===== config.mk =====
export PLATFORM = sky130hd
export DESIGN_NAME = acm_core
export DESIGN_NICKNAME = d
export VERILOG_FILES = /design/src/acm_pkg.sv /design/src/acm_clk_if.sv /design/src/acm_clkgen.sv /design/src/acm_core.sv
export VERILOG_INCLUDE_DIRS = /design/src
export SDC_FILE = /design/constraint.sdc
export NUM_CORES = 1
export LEC_CHECK = 0
export BUFFER_PORTS_ARGS = -buffer_cell sky130_fd_sc_hd__buf_2
export CELL_PAD_IN_SITES_DETAIL_PLACEMENT = 0
export CELL_PAD_IN_SITES_GLOBAL_PLACEMENT = 2
export CORE_MARGIN = 5
export CORE_UTILIZATION = 43
export CTS_BUF_LIST = sky130_fd_sc_hd__clkbuf_2 sky130_fd_sc_hd__clkbuf_4 sky130_fd_sc_hd__clkbuf_8
export DETAILED_ROUTE_END_ITERATION = 16
export PLACE_DENSITY = 0.95
export SLEW_MARGIN = 10
export SYNTH_ARGS = -nofsm -noshare
export SYNTH_HDL_FRONTEND = slang
export SYNTH_SLANG_ARGS = --single-unit

===== constraint.sdc =====
create_clock -name clock -period 12 [get_ports clock]
set_clock_uncertainty 0.05 [all_clocks]
set_input_delay 0.6 -clock clock [delete_from_list [all_inputs] [get_ports clock]]
set_output_delay 0.6 -clock clock [all_outputs]
set_load 0.02 [all_outputs]

===== src/acm_defines.svh =====
// register offsets, field positions, reset values and timing counts
`ifndef ACM_DEFINES_SVH
`define ACM_DEFINES_SVH
`define ACM_OFF_CTRL 8'h00
`define ACM_OFF_ACTEN 8'h04
`define ACM_OFF_LEVEL 8'h08
`define ACM_OFF_HOLD 8'h0C
`define ACM_OFF_SWREQ 8'h10
`define ACM_OFF_LCDTMO 8'h14
`define ACM_OFF_SIOTMO 8'h18
`define ACM_OFF_STATUS 8'h1C
`define ACM_CTRL_EN 0
`define ACM_CTRL_COOP 1
`define ACM_CTRL_STOP 2
`define ACM_CTRL_DIV8 3
`define ACM_CTRL_HLTSTOP 4
`define ACM_CTRL_CARDON 5
`define ACM_CTRL_IMMED 6
`define ACM_CTRL_MDIV 8
`define ACM_SW_IDLE 0
`define ACM_SW_DOZE 1
`define ACM_SW_HALT 2
`define ACM_LVL_SDIV 8
`define ACM_CLK_NS 10
`define ACM_TICK_NS 1000
`define ACM_TICK_CYC (`ACM_TICK_NS / `ACM_CLK_NS)
`define ACM_RST_CTRL 10'h000
`define ACM_RST_ACTEN 7'h7F
`define ACM_RST_LVLMAX 4'hF
`define ACM_RST_SMPDIV 8'(`ACM_TICK_CYC - 1)
`define ACM_RST_HOLD 16'h0010
`define ACM_RST_TMO 16'h0000
`define ACM_SLOW4_LIM 3'h3
`define ACM_SLOW8_LIM 3'h7
`endif


===== src/acm_pkg.sv =====
// shared types of the activity clock modulator
package acm_pkg;
   typedef enum logic [1:0] {
      ACM_FAST = 2'b00,
      ACM_SLOW = 2'b01,
      ACM_STOP = 2'b10
   } acm_mode_t;
endpackage


===== src/acm_clk_if.sv =====
// carrier between the modulator core and the clock enable generator
`timescale 1ns/1ps
`default_nettype none
interface acm_clk_if;
   import acm_pkg::*;
   acm_mode_t mode;
   logic slow8;
   logic [1:0] main_div;
   logic cpu_en;
   logic lcd_en;
   modport ctl(output mode, slow8, main_div, input cpu_en, lcd_en);
   modport gen(input mode, slow8, main_div, output cpu_en, lcd_en);
endinterface
`default_nettype wire


===== src/acm_clkgen.sv =====
// clock enable generator: main divisor, then fast, slow or stopped cpu
`timescale 1ns/1ps
`default_nettype none
`include "acm_defines.svh"
module acm_clkgen (
   input wire logic clock,
   input wire logic rst_b,
   acm_clk_if.gen cg
);
   import acm_pkg::*;
   typedef struct packed {
      logic [1:0] mcnt;
      logic [2:0] scnt;
      logic cpu_en;
      logic lcd_en;
   } acm_gen_t;
   acm_gen_t r_reg;
   acm_gen_t r_next;
   logic base;
   logic [2:0] lim;

   // base pulse every main_div+1 cycles feeds both cpu and display
   always_comb begin
      r_next = r_reg;
      r_next.cpu_en = 1'b0;
      r_next.lcd_en = 1'b0;
      base = (r_reg.mcnt == cg.main_div);
      lim = cg.slow8 ? `ACM_SLOW8_LIM : `ACM_SLOW4_LIM;
      if (base) begin
         r_next.mcnt = 2'h0;
         r_next.lcd_en = 1'b1;
         r_next.scnt = (r_reg.scnt >= lim) ? 3'h0 : r_reg.scnt + 3'h1;
      end else begin
         r_next.mcnt = r_reg.mcnt + 2'h1;
      end
      // slow passes one base pulse in four or eight
      unique case (cg.mode)
         ACM_FAST: r_next.cpu_en = base;
         ACM_SLOW: r_next.cpu_en = base && (r_reg.scnt == 3'h0);
         ACM_STOP: r_next.cpu_en = 1'b0;
         default: r_next.cpu_en = 1'b0;
      endcase
   end

   always_ff @(posedge clock or negedge rst_b) begin
      if (!rst_b) begin
         r_reg <= '0;
      end else begin
         r_reg <= r_next;
      end
   end

   assign cg.cpu_en = r_reg.cpu_en;
   assign cg.lcd_en = r_reg.lcd_en;
endmodule
`default_nettype wire


===== src/acm_core.sv =====
// activity driven cpu clock modulator with apb registers
// What this block does
// - seven activity indicators, each separately enabled
// - enabled activity pushes clock toward full speed
// - activity raises level if latch clear or on a sample tick
// - each sample tick clears latch, idle lowers
// - level zero slows or stops the clock
// - level at maximum gives full cpu speed
// - programmable maximum sets the hysteresis width
// - short monitor never touches long timeouts
// - cooperative mode admits software idle calls; doze and halt requests work in either mode
// - interrupt forces fast until inactivity hold expires
// - software lowers rate, forces doze, halts cpu
// - idle call runs slow until busy again
// - display timer cuts power, buffer stays reachable
// - serial idle timer stops the baud clock
// - card power in suspend; ring wakes
// - fast, slow by four or eight, stopped
//
// Chosen here: the address map and the APB interface to the registers.
`timescale 1ns/1ps
`default_nettype none
`include "acm_defines.svh"
module acm_core (
   input wire logic clock,
   input wire logic rst_b,
   input wire logic psel,
   input wire logic penable,
   input wire logic pwrite,
   input wire logic [7:0] paddr,
   input wire logic [31:0] pwdata,
   output logic [31:0] prdata,
   output logic pready,
   output logic pslverr,
   input wire logic act_io_range,
   input wire logic act_video_wr,
   input wire logic irq_active,
   input wire logic act_serial_port,
   input wire logic act_card,
   input wire logic act_keyboard,
   input wire logic act_chip_sel,
   input wire logic serial_start,
   input wire logic halt_instruction,
   input wire logic suspend,
   input wire logic ring_indicator,
   output logic cpu_clk_en,
   output logic lcd_clk_en,
   output logic lcd_power,
   output logic baud_clk_run,
   output logic card_power,
   output logic wake
);
   import acm_pkg::*;

   typedef struct packed {
      logic [9:0] ctrl;
      logic [6:0] act_en;
      logic [3:0] lvl_max;
      logic [7:0] smp_div;
      logic [15:0] irq_hold;
      logic [15:0] lcd_tmo;
      logic [15:0] sio_tmo;
      logic [7:0] smp_cnt;
      logic tick;
      logic latch;
      logic [3:0] level;
      logic hw_fast;
      acm_mode_t mode;
      logic [15:0] hold_cnt;
      logic idle_req;
      logic halted;
      logic [15:0] lcd_cnt;
      logic lcd_on;
      logic [15:0] sio_cnt;
      logic baud_run;
      logic card_pwr;
      logic wake;
      logic pready;
      logic pslverr;
      logic [31:0] prdata;
   } acm_state_t;

   localparam acm_state_t ACM_RST = '{
      ctrl: `ACM_RST_CTRL,
      act_en: `ACM_RST_ACTEN,
      lvl_max: `ACM_RST_LVLMAX,
      smp_div: `ACM_RST_SMPDIV,
      irq_hold: `ACM_RST_HOLD,
      lcd_tmo: `ACM_RST_TMO,
      sio_tmo: `ACM_RST_TMO,
      mode: ACM_FAST,
      hw_fast: 1'b1,
      lcd_on: 1'b1,
      baud_run: 1'b1,
      card_pwr: 1'b1,
      default: '0
   };

   acm_state_t r_reg;
   acm_state_t r_next;
   logic [6:0] act_vec;
   logic act;
   logic wr;
   logic sw_idle_wr;
   logic sw_doze_wr;
   logic sw_halt_wr;
   logic [31:0] rd_data;
   logic rd_ok;

   acm_clk_if u_if();

   // saturating level step, never wraps at zero or maximum
   function automatic logic [3:0] lvl_step(input logic [3:0] v,
                                           input logic up,
                                           input logic [3:0] mx);
      if (up) begin
         lvl_step = (v >= mx) ? mx : v + 4'h1;
      end else begin
         lvl_step = (v == 4'h0) ? 4'h0 : v - 4'h1;
      end
   endfunction

   // inactivity countdown: event reloads, sample tick counts down
   function automatic logic [15:0] tstep(input logic [15:0] cnt,
                                         input logic ev,
                                         input logic tk,
                                         input logic [15:0] rl);
      if (ev) begin
         tstep = rl;
      end else if (tk && cnt != 16'h0) begin
         tstep = cnt - 16'h1;
      end else begin
         tstep = cnt;
      end
   endfunction

   // indicator gating; this path feeds nothing but the modulator
   assign act_vec = {act_chip_sel, act_keyboard, act_card,
                     act_serial_port, irq_active, act_video_wr,
                     act_io_range} & r_reg.act_en;
   assign act = |act_vec;

   // write takes effect at the edge where pready is sampled high
   assign wr = psel && penable && r_reg.pready && pwrite;
   assign sw_idle_wr = wr && paddr == `ACM_OFF_SWREQ &&
                       pwdata[`ACM_SW_IDLE] &&
                       r_reg.ctrl[`ACM_CTRL_COOP];
   assign sw_doze_wr = wr && paddr == `ACM_OFF_SWREQ &&
                       pwdata[`ACM_SW_DOZE];
   assign sw_halt_wr = wr && paddr == `ACM_OFF_SWREQ &&
                       pwdata[`ACM_SW_HALT];

   // read mux and address decode
   always_comb begin
      rd_data = 32'h0;
      rd_ok = 1'b1;
      unique case (paddr)
         `ACM_OFF_CTRL: rd_data[9:0] = r_reg.ctrl;
         `ACM_OFF_ACTEN: rd_data[6:0] = r_reg.act_en;
         `ACM_OFF_LEVEL: rd_data = {16'h0, r_reg.smp_div, 4'h0,
                                    r_reg.lvl_max};
         `ACM_OFF_HOLD: rd_data[15:0] = r_reg.irq_hold;
         `ACM_OFF_SWREQ: rd_data = 32'h0;
         `ACM_OFF_LCDTMO: rd_data[15:0] = r_reg.lcd_tmo;
         `ACM_OFF_SIOTMO: rd_data[15:0] = r_reg.sio_tmo;
         `ACM_OFF_STATUS: rd_data[12:0] = {r_reg.hw_fast, r_reg.halted,
                              r_reg.idle_req, r_reg.hold_cnt != 16'h0,
                              r_reg.baud_run, r_reg.lcd_on, r_reg.latch,
                              r_reg.mode, r_reg.level};
         default: rd_ok = 1'b0;
      endcase
   end

   // whole next state of the block
   always_comb begin
      r_next = r_reg;
      // apb: one wait cycle, answer registered
      r_next.pready = psel && penable && !r_reg.pready;
      r_next.pslverr = psel && penable && !r_reg.pready && !rd_ok;
      r_next.prdata = (psel && penable && !r_reg.pready && !pwrite) ?
                      rd_data : 32'h0;
      if (wr && rd_ok) begin
         unique case (paddr)
            `ACM_OFF_CTRL: r_next.ctrl = pwdata[9:0];
            `ACM_OFF_ACTEN: r_next.act_en = pwdata[6:0];
            `ACM_OFF_LEVEL: begin
               r_next.lvl_max = pwdata[3:0];
               r_next.smp_div = pwdata[`ACM_LVL_SDIV +: 8];
            end
            `ACM_OFF_HOLD: r_next.irq_hold = pwdata[15:0];
            `ACM_OFF_LCDTMO: r_next.lcd_tmo = pwdata[15:0];
            `ACM_OFF_SIOTMO: r_next.sio_tmo = pwdata[15:0];
            default: r_next.ctrl = r_reg.ctrl;
         endcase
      end
      // forced doze turns modulation on
      if (sw_doze_wr) begin
         r_next.ctrl[`ACM_CTRL_EN] = 1'b1;
      end

      // sample tick from the programmable prescaler
      r_next.tick = (r_reg.smp_cnt == r_reg.smp_div);
      r_next.smp_cnt = r_next.tick ? 8'h0 : r_reg.smp_cnt + 8'h1;

      // activity level and latch; a same-cycle event beats the clear
      // the tick empties the latch, so activity then opens a new interval
      r_next.latch = act || (r_reg.latch && !r_reg.tick);
      if (act && (!r_reg.latch || r_reg.tick)) begin
         r_next.level = lvl_step(r_reg.level, 1'b1,
                                 r_reg.lvl_max);
      end else if (r_reg.tick && !r_reg.latch && !act) begin
         r_next.level = lvl_step(r_reg.level, 1'b0,
                                 r_reg.lvl_max);
      end
      if (act && r_reg.ctrl[`ACM_CTRL_IMMED]) begin
         r_next.level = r_reg.lvl_max;
      end
      if (r_next.level > r_reg.lvl_max) begin
         r_next.level = r_reg.lvl_max;
      end
      // idle call predicts more idle: start from the bottom
      if (sw_idle_wr) begin
         r_next.level = 4'h0;
         r_next.idle_req = 1'b1;
      end else if (r_next.level == r_reg.lvl_max) begin
         r_next.idle_req = 1'b0;
      end

      // hysteresis: fast only at maximum, slow only at zero
      if (r_next.level == r_reg.lvl_max) begin
         r_next.hw_fast = 1'b1;
      end else if (r_next.level == 4'h0) begin
         r_next.hw_fast = 1'b0;
      end

      // interrupt hold reloads while the request line is active
      r_next.hold_cnt = tstep(r_reg.hold_cnt, irq_active, r_reg.tick,
                              r_reg.irq_hold);

      // halt until next interrupt; the interrupt wins
      if ((halt_instruction && r_reg.ctrl[`ACM_CTRL_HLTSTOP]) ||
          sw_halt_wr) begin
         r_next.halted = 1'b1;
      end
      if (irq_active) begin
         r_next.halted = 1'b0;
      end

      // clock choice, highest priority first
      if (r_next.halted) begin
         r_next.mode = ACM_STOP;
      end else if (!r_next.ctrl[`ACM_CTRL_EN]) begin
         r_next.mode = ACM_FAST;
      end else if (r_next.hold_cnt != 16'h0) begin
         r_next.mode = ACM_FAST;
      end else if (r_next.idle_req) begin
         r_next.mode = ACM_SLOW;
      end else if (r_next.hw_fast) begin
         r_next.mode = ACM_FAST;
      end else if (r_next.level == 4'h0 &&
                   r_next.ctrl[`ACM_CTRL_STOP]) begin
         r_next.mode = ACM_STOP;
      end else begin
         r_next.mode = ACM_SLOW;
      end

      // display power: gates panel only, buffer and registers stay live
      r_next.lcd_cnt = tstep(r_reg.lcd_cnt, act_video_wr, r_reg.tick,
                             r_reg.lcd_tmo);
      r_next.lcd_on = (r_reg.lcd_tmo == 16'h0) ||
                      (r_next.lcd_cnt != 16'h0);

      // baud clock idles after the serial timeout
      r_next.sio_cnt = tstep(r_reg.sio_cnt, serial_start, r_reg.tick,
                             r_reg.sio_tmo);
      r_next.baud_run = (r_reg.sio_tmo == 16'h0) ||
                        (r_next.sio_cnt != 16'h0);

      // card socket power and ring wake during suspend
      r_next.card_pwr = !suspend ||
                        r_reg.ctrl[`ACM_CTRL_CARDON];
      r_next.wake = suspend && r_reg.ctrl[`ACM_CTRL_CARDON] &&
                    ring_indicator;
   end

   // single state register, level zero and full speed at reset
   always_ff @(posedge clock or negedge rst_b) begin
      if (!rst_b) begin
         r_reg <= ACM_RST;
      end else begin
         r_reg <= r_next;
      end
   end

   // rate selection handed to the enable generator
   assign u_if.mode = r_reg.mode;
   assign u_if.slow8 = r_reg.ctrl[`ACM_CTRL_DIV8];
   assign u_if.main_div = r_reg.ctrl[`ACM_CTRL_MDIV +: 2];

   acm_clkgen u_gen (
      .clock(clock),
      .rst_b(rst_b),
      .cg(u_if.gen)
   );

   // every output comes from a flop here or in the generator
   assign cpu_clk_en = u_if.cpu_en;
   assign lcd_clk_en = u_if.lcd_en;
   assign prdata = r_reg.prdata;
   assign pready = r_reg.pready;
   assign pslverr = r_reg.pslverr;
   assign lcd_power = r_reg.lcd_on;
   assign baud_clk_run = r_reg.baud_run;
   assign card_power = r_reg.card_pwr;
   assign wake = r_reg.wake;
endmodule
`default_nettype wire


==> metrics.cfg, run 1 <==
[status]
outcome=completed

[synth]
syn_inst=907
synthFlopType=dfrtp_1
ys.warnings.count=0
ys_types=71
synth_top_area_share_pct=41.2
ys_top_cells_by_area=dfrtp_1 (41%), mux2_2 (8.8%), dfstp_2 (5.7%)
synth_area_per_cell_sq_um=10.2
ys_ff_latch=173
synth_seq_area_share_pct=46.8
syn_area_sq_um=9290
synth_edf_count=0
synth_top_area_cell=dfrtp_1
synthArstFlopShare_pct=100

[grt]
first_global_vias=7038
grt_usage_pct=20.3
grt_max_degree=88
grt_first_pass_wirelength_microns=39200
antenna_found_initial=0
overflow=0

[critical_path]
startpoint_type=register
cpMostUsedCell=ha_1
reg2reg_slack_ns=7.38
r2r_cells=18
crit_type=register to register
required_ns=12.31
r2r_end=u_if.mode[0]
slowest_stage=dfstp_2
crit_path_max_fanout=8
critPathCaptureType=register
crit_arrival_ns=4.93
worstPathCellList=inv_1, ha_1, or2_2, a21oi_1, o211ai_1, a21boi_0, a211o_1, a22oi_1, ha_1, and2_1, o21ai_0, a32oi_1, a2111oi_0, a211oi_1, a221oi_1, nand4bb_1, o311a_1, o2111a_1
rr_startpoint=r_reg[163]
endpoint=u_if.mode[0]
startpoint=r_reg[163]
critPathMaxStageDelay_ns=0.64

[power]
leakage_uw=0.00452
power.total_uw=1760
ir_drop_mv=0.0691
p_per_area_nw_per_um2=173

[placed_design]
io_buffers=63
dpl-instance-area_sq_um=9750
gp_congestion=0.816
placed_cells=1208
dp_hpwl_microns=18200

[sta]
fin_hold_ws_ns=0.148
max_slew_margin_pct=28.5
worstMarginPinSlew_ns=1.06
rsz0062_at_grt=no
fmax_mhz=216
final-setup-viol-count=0
setup_tns_ns=0
layout_worst_path_cycle_share_pct=38.5
fin_crit_ns=4.62
drv_slew=0
hold_viol_final=0

[final_layout]
antenna_cells=0
largest_register_ff_count=142
fillerInstances=1975
drive_gt1_share_pct=22.8
final_area_sq_um=10100
layout.cells.non_filler=1240
final_nets=1028
syn_to_final_growth_pct=9.01

[detailed_routing]
drt-pass1-iter-count=6
drc=0
wirelength_microns=24300
viasPerCell=5.73
antenna_left=0
num_vias=7111
wl_per_cell_microns=19.6
detail_route.iter0.violations=601

[cts]
clk_pin_slew_worst_paths_ns=0.10
cts.sinks=173
cts-resized-gates=0
cts_tree=yes
post-cts-setup-buffer-count=0
clock_path_buffers=2
clock-root-buffer=clkbuf_8
insertion_delay_ns=0.46
cts_hold_buf=0
cts_made_buffers=17
htreeDepth=4

[floorplanning]
dieArea_sq_um=24700
rows=53
core-area_sq_um=21200
start_util_pct=43.9
die_w_microns=157
die_h_microns=157
io-pin-count=96

[hold_path]
holdCritPathClass=primary input to async pin

[run]
cap_violations=0

==> worst min-delay path by stage <==
stage,from,to,slack [ns],cells past startpoint
after CTS,rst_b,u_gen.r_reg[2],0.16,1
after global routing,suspend,card_power,0.20,2
after floorplan,rst_b,prdata[0],0.25,0
after global placement,u_gen.r_reg[5],u_gen.r_reg[5],0.43,1
final,rst_b,r_reg[83],0.15,1
after detailed placement,u_gen.r_reg[5],u_gen.r_reg[5],0.44,1
==> critical path, delay by kind of cell, from the launching register on <==
kind / cells / cell delay [ns]
simple gates: 3 / 0.65
fa+ha+maj: 2 / 0.59
compound gates: 12 / 2.46
flops: 1 / 0.64
buf+inv: 1 / 0.14
==> area by class of cell <==
| type | instances | area, sq um | share of cell area (%) |
|---|---|---|---|
| multi-input cells | 659 | 4550 | 44.9 |
| flip-flops and latches | 173 | 4350 | 43.0 |
| repair buffers | 74 | 404 | 3.99 |
| well taps | 275 | 344 | 3.40 |
| clock buffers | 21 | 270 | 2.67 |
| clock inverters | 11 | 108 | 1.06 |
| inverters | 27 | 101 | 1.00 |
==> cells in the final DEF (no fill, tap or decap), types with 5 or more instances in the layout <==
cell type and count:
nor3_1 23, dfrtp_1 153, a21oi_1 23, a22oi_1 38
mux2_2 73, buf_2 62, nor3_2 5, a31oi_1 17
xor2_1 22, a222oi_1 10, o21ai_0 60, nand4_1 8
and3_1 6, a211oi_1 6, inv_1 26, ha_1 20
xnor2_1 33, dfstp_2 20, clkbuf_8 18, nor2_1 56
nand3_1 23, buf_4 11, nand2b_1 11, clkinvlp_4 5
nand2_1 80, a21o_1 5, nor2b_1 8, nor4_1 32
or4_1 12, conb_1 16
==> logic make-up after synthesis <==
family,count (synthesis),synth area share [%]
other,1,0.0403
adder cells (fa/ha/maj),20,2.69
multiplexers,76,9.17
flip-flops,173,46.8
XOR/XNOR,55,5.18
buffers and inverters,90,5.02
AND/OR/NAND/NOR,294,16.4
AO/OA/AOI/OAI,198,14.6
==> through the flow <==
stage / util (%) / setup WS (ns)
floorplan: - / 7.88
global placement: 46.1 / 7.19
detailed placement: 46.1 / 7.15
CTS: 47.9 / 7.36
global route: 47.9 / 6.88
finish: 47.9 / 7.38
==> where the power goes <==
group / switching [uW] / internal [uW]
clock: 215 / 178
combinational: 363 / 263
sequential: 81.6 / 657
total: 660 / 1100
==> routing by layer <==
metal  global-route usage (%)  share of wire [%]  routed length (microns)  vias to the layer above
met5                        0                  0                        0                        -
met1                     28.5                 45                    11000                     3512
li1                         -                  -                        -                     3394
met2                     32.3                 48                    11700                      173
met4                     6.72                2.1                      511                        0
met3                     3.08                4.4                     1070                       32
==> Yosys cell counts (all sizes together) (18+ instances only) <==
master / number
nand3: 23
o21ai: 61
a31oi: 18
mux2: 73
a22oi: 38
nor2: 56
a21oi: 23
inv: 26
xor2: 22
nor3: 28
dfstp: 20
dfrtp: 153
clkbuf: 26
buf: 37
xnor2: 33
nor4: 33
nand2: 80
ha: 20
Power figures use the tool's default switching activity.
==> run 2, diff against run 1 <==
Settings changed: CORE_UTILIZATION 43 to 36, PLACE_DENSITY 0.95 to 0.89.
Clock period 12 ns to 3.8 ns, I/O delays scaled along.
==> run 2 against run 1 <==
Compared with the run above: the flow now finishes with violations (setup timing); maximum frequency rose by 20%; sequential power rose to 3.1 times the previous value; sequential cell count did not move; setup slack got worse by 7.4 ns; sequential share of layout area down 3.5 points; non-clock buffer count increased by 72; die area grew 18%; first-iteration DRC count rose by 3.5%; combinational power rose to 4.0 times the previous value; via count increased by 4.8%; largest cell class unchanged.
==> metrics.cfg, run 2 (synthesis gave the netlist of run 1 again) <==
[status]
outcome=finished, violations left
violations=setup timing

[cts]
cts_made_buffers=17  ; unchanged
clock-root-buffer=clkbuf_8
htreeDepth=4  ; unchanged
clock_path_buffers=2  ; unchanged
cts.sinks=173  ; unchanged
clk_pin_slew_worst_paths_ns=0.09  ; about the same
insertion_delay_ns=0.47  ; about the same
cts_tree=yes

[final_layout]
layout_common_cells=dfrtp_1 (153), nand2_1 (78), mux2_2 (73), buf_4 (64), buf_2 (62)
final_area_sq_um=11000  ; +9.0%
layout.cells.non_filler=1368  ; +10%
fillerInstances=2466  ; +25%
final_common_cell=dfrtp_1
syn_to_final_growth_pct=18.8
drive_gt1_share_pct=29.5  ; +6.7 points
final_nets=1100  ; +7.0%
largest_register_ff_count=142  ; unchanged
finish.utilization_pct=43.6  ; -4.3 points

[hold_path]
holdCritPathClass=primary input to register

[detailed_routing]
antenna_left=0  ; unchanged
detail_route.iter0.violations=622  ; +3.5%
wl_per_cell_microns=19.9  ; +1.5%
viasPerCell=5.45  ; -5.0%
num_vias=7455  ; +4.8%
wirelength_microns=27200  ; +12%
drt-pass1-iter-count=5  ; -1
drc=0  ; unchanged

[sta]
max_slew_margin_pct=31.8  ; +3.3 points
fmax_mhz=260  ; +20%
worstMarginPinSlew_ns=1.01  ; -0.0488 ns
rsz0062_at_grt=yes
setup_ws_ns=-0.0490  ; -7.43 ns
hold_viol_final=0  ; unchanged
drv_slew=0  ; unchanged
fin_crit_ns=3.85  ; -0.771 ns
final-setup-viol-count=1  ; +1
layout_worst_path_cycle_share_pct=101  ; +63 points

[critical_path]
required_ns=4.16  ; -8.15 ns
rr_startpoint=r_reg[163]
critPathMaxStageDelay_ns=0.54  ; -0.10 ns
path_depth=18  ; unchanged
r2r_cells=18  ; unchanged
crit_path_max_fanout=4  ; -4
cp_top_family=compound AO/OA/AOI/OAI gates
r2r_end=u_if.mode[0]
crit_type=register to register
startpoint=r_reg[163]
endpoint=u_if.mode[0]
worstPathCellList=inv_2, ha_4, or2_4, a21oi_4, nor2_2, o21ai_0, a211o_1, o21ai_1, ha_1, and2_4, o21ai_4, a32oi_4, buf_6, nor2_1, a22o_1, o41ai_4, o311a_1, o2111a_1
path_buf_inv=2  ; +1
startpoint_type=register
slowest_stage=dfstp_2
reg2reg_slack_ns=-0.05  ; -7.43 ns
critPathCaptureType=register
crit_arrival_ns=4.20  ; -0.73 ns

[floorplanning]
start_util_pct=36.7  ; -7.2 points
die_h_microns=171  ; +8.7%
dieArea_sq_um=29100  ; +18%
rows=58  ; +9.4%
io-pin-count=96  ; unchanged
core-area_sq_um=25300  ; +20%
die_w_microns=171  ; +8.7%

[grt]
grt_max_degree=83  ; -5.7%
overflow=0  ; unchanged
first_global_vias=7518  ; +6.8%
grt_first_pass_wirelength_microns=43000  ; +9.7%
antenna_found_initial=2  ; +2
grt_usage_pct=19.1  ; -1.1 points

[placed_design]
io_buffers=63  ; unchanged
placed_cells=1315  ; +8.9%
dp_hpwl_microns=20500  ; +12%
gp_congestion=0.888  ; +8.8%
dpl-instance-area_sq_um=10300  ; +5.5%

[power]
ir_drop_mv=0.240  ; +250%
leakage_uw=0.00492  ; +8.9%
p_per_area_nw_per_um2=550  ; +220%

[run]
cap_violations=0  ; unchanged

==> run 2: changes by cell type in the layout (fill, tap and decap cells not counted), sizes merged <==
cell         previous run  this run
buf                    74       130
clkbuf                 21        22
clkinv                  3         6
clkinvlp                5         1
diode                   0         1
dlygate4sd3             0        16
==> run 2: worst min path at each step <==
stage	start	to	slack (ns)	cells after the start
floorplan	rst_b	prdata[0]	-0.16	0
global placement	rst_b	prdata[11]	0.24	1
detailed placement	rst_b	r_reg[80]	0.24	1
CTS	pwdata[5]	r_reg[110]	0.01	2
global route	pwdata[5]	r_reg[110]	0.006	2
finish	pwdata[9]	r_reg[114]	0.04	2
==> run 2: power breakdown <==
group / leakage [uW] / internal [uW] / switching (uW)
clock network: 0.000205 / 605 / 691
registers: 0.00227 / 2080 / 228
logic: 0.00245 / 1130 / 1340
total: 0.00492 / 3810 / 2260
==> run 2: cell type report <==
cell class                 count  area [sq um]  share of cell area, %
tap                          330           413                   3.74
sequential                   173          4350                   39.4
inverter                      27           106                  0.963
antenna                        1          2.50                 0.0227
multi-input combinational    659          4750                   43.0
clock inverter                10           103                  0.929
clock buffer                  22           297                   2.69
timing repair buffer         146          1010                   9.18
==> run 2: metal layers <==
layer	track usage [%]	share of wire, %
met3	3.26	5.0
met5	0	0.077
met2	30.8	47
met4	5.00	1.5
met1	27.0	46
==> run 2: through the flow <==
stage | total power [uW] | hold slack, ns | TNS [ns] | setup WS [ns]
5_1_grt | 6480 | 0.00630 | -0.365 | -0.242
3_3_place_gp | 4580 | 0.240 | -0.0539 | -0.0539
4_1_cts | 5950 | 0.00978 | 0 | 0.00635
3_5_place_dp | 4590 | 0.241 | -0.241 | -0.169
6_report | 6070 | 0.0390 | -0.0490 | -0.0490
2_1_floorplan | 3880 | -0.156 | -0.0222 | -0.0222
==> run 2: worst reg2reg max path: cells and delay by family (launching register included) <==
family / cells / cell delay [ns]
AO/OA/AOI/OAI: 10 / 1.92
adder cells (fa/ha/maj): 2 / 0.54
buffers and inverters: 2 / 0.20
flip-flops: 1 / 0.54
AND/OR/NAND/NOR: 4 / 0.55
==> run 2: repair_timing <==
action                                  in CTS  in global routing
hold endpoints to repair                   111                  0
pin swaps                                    9                 16
endpoints found under the setup margin       2                  3
setup buffers                                1                  3
hold buffers                                16                  0
resized for setup                            6                 23
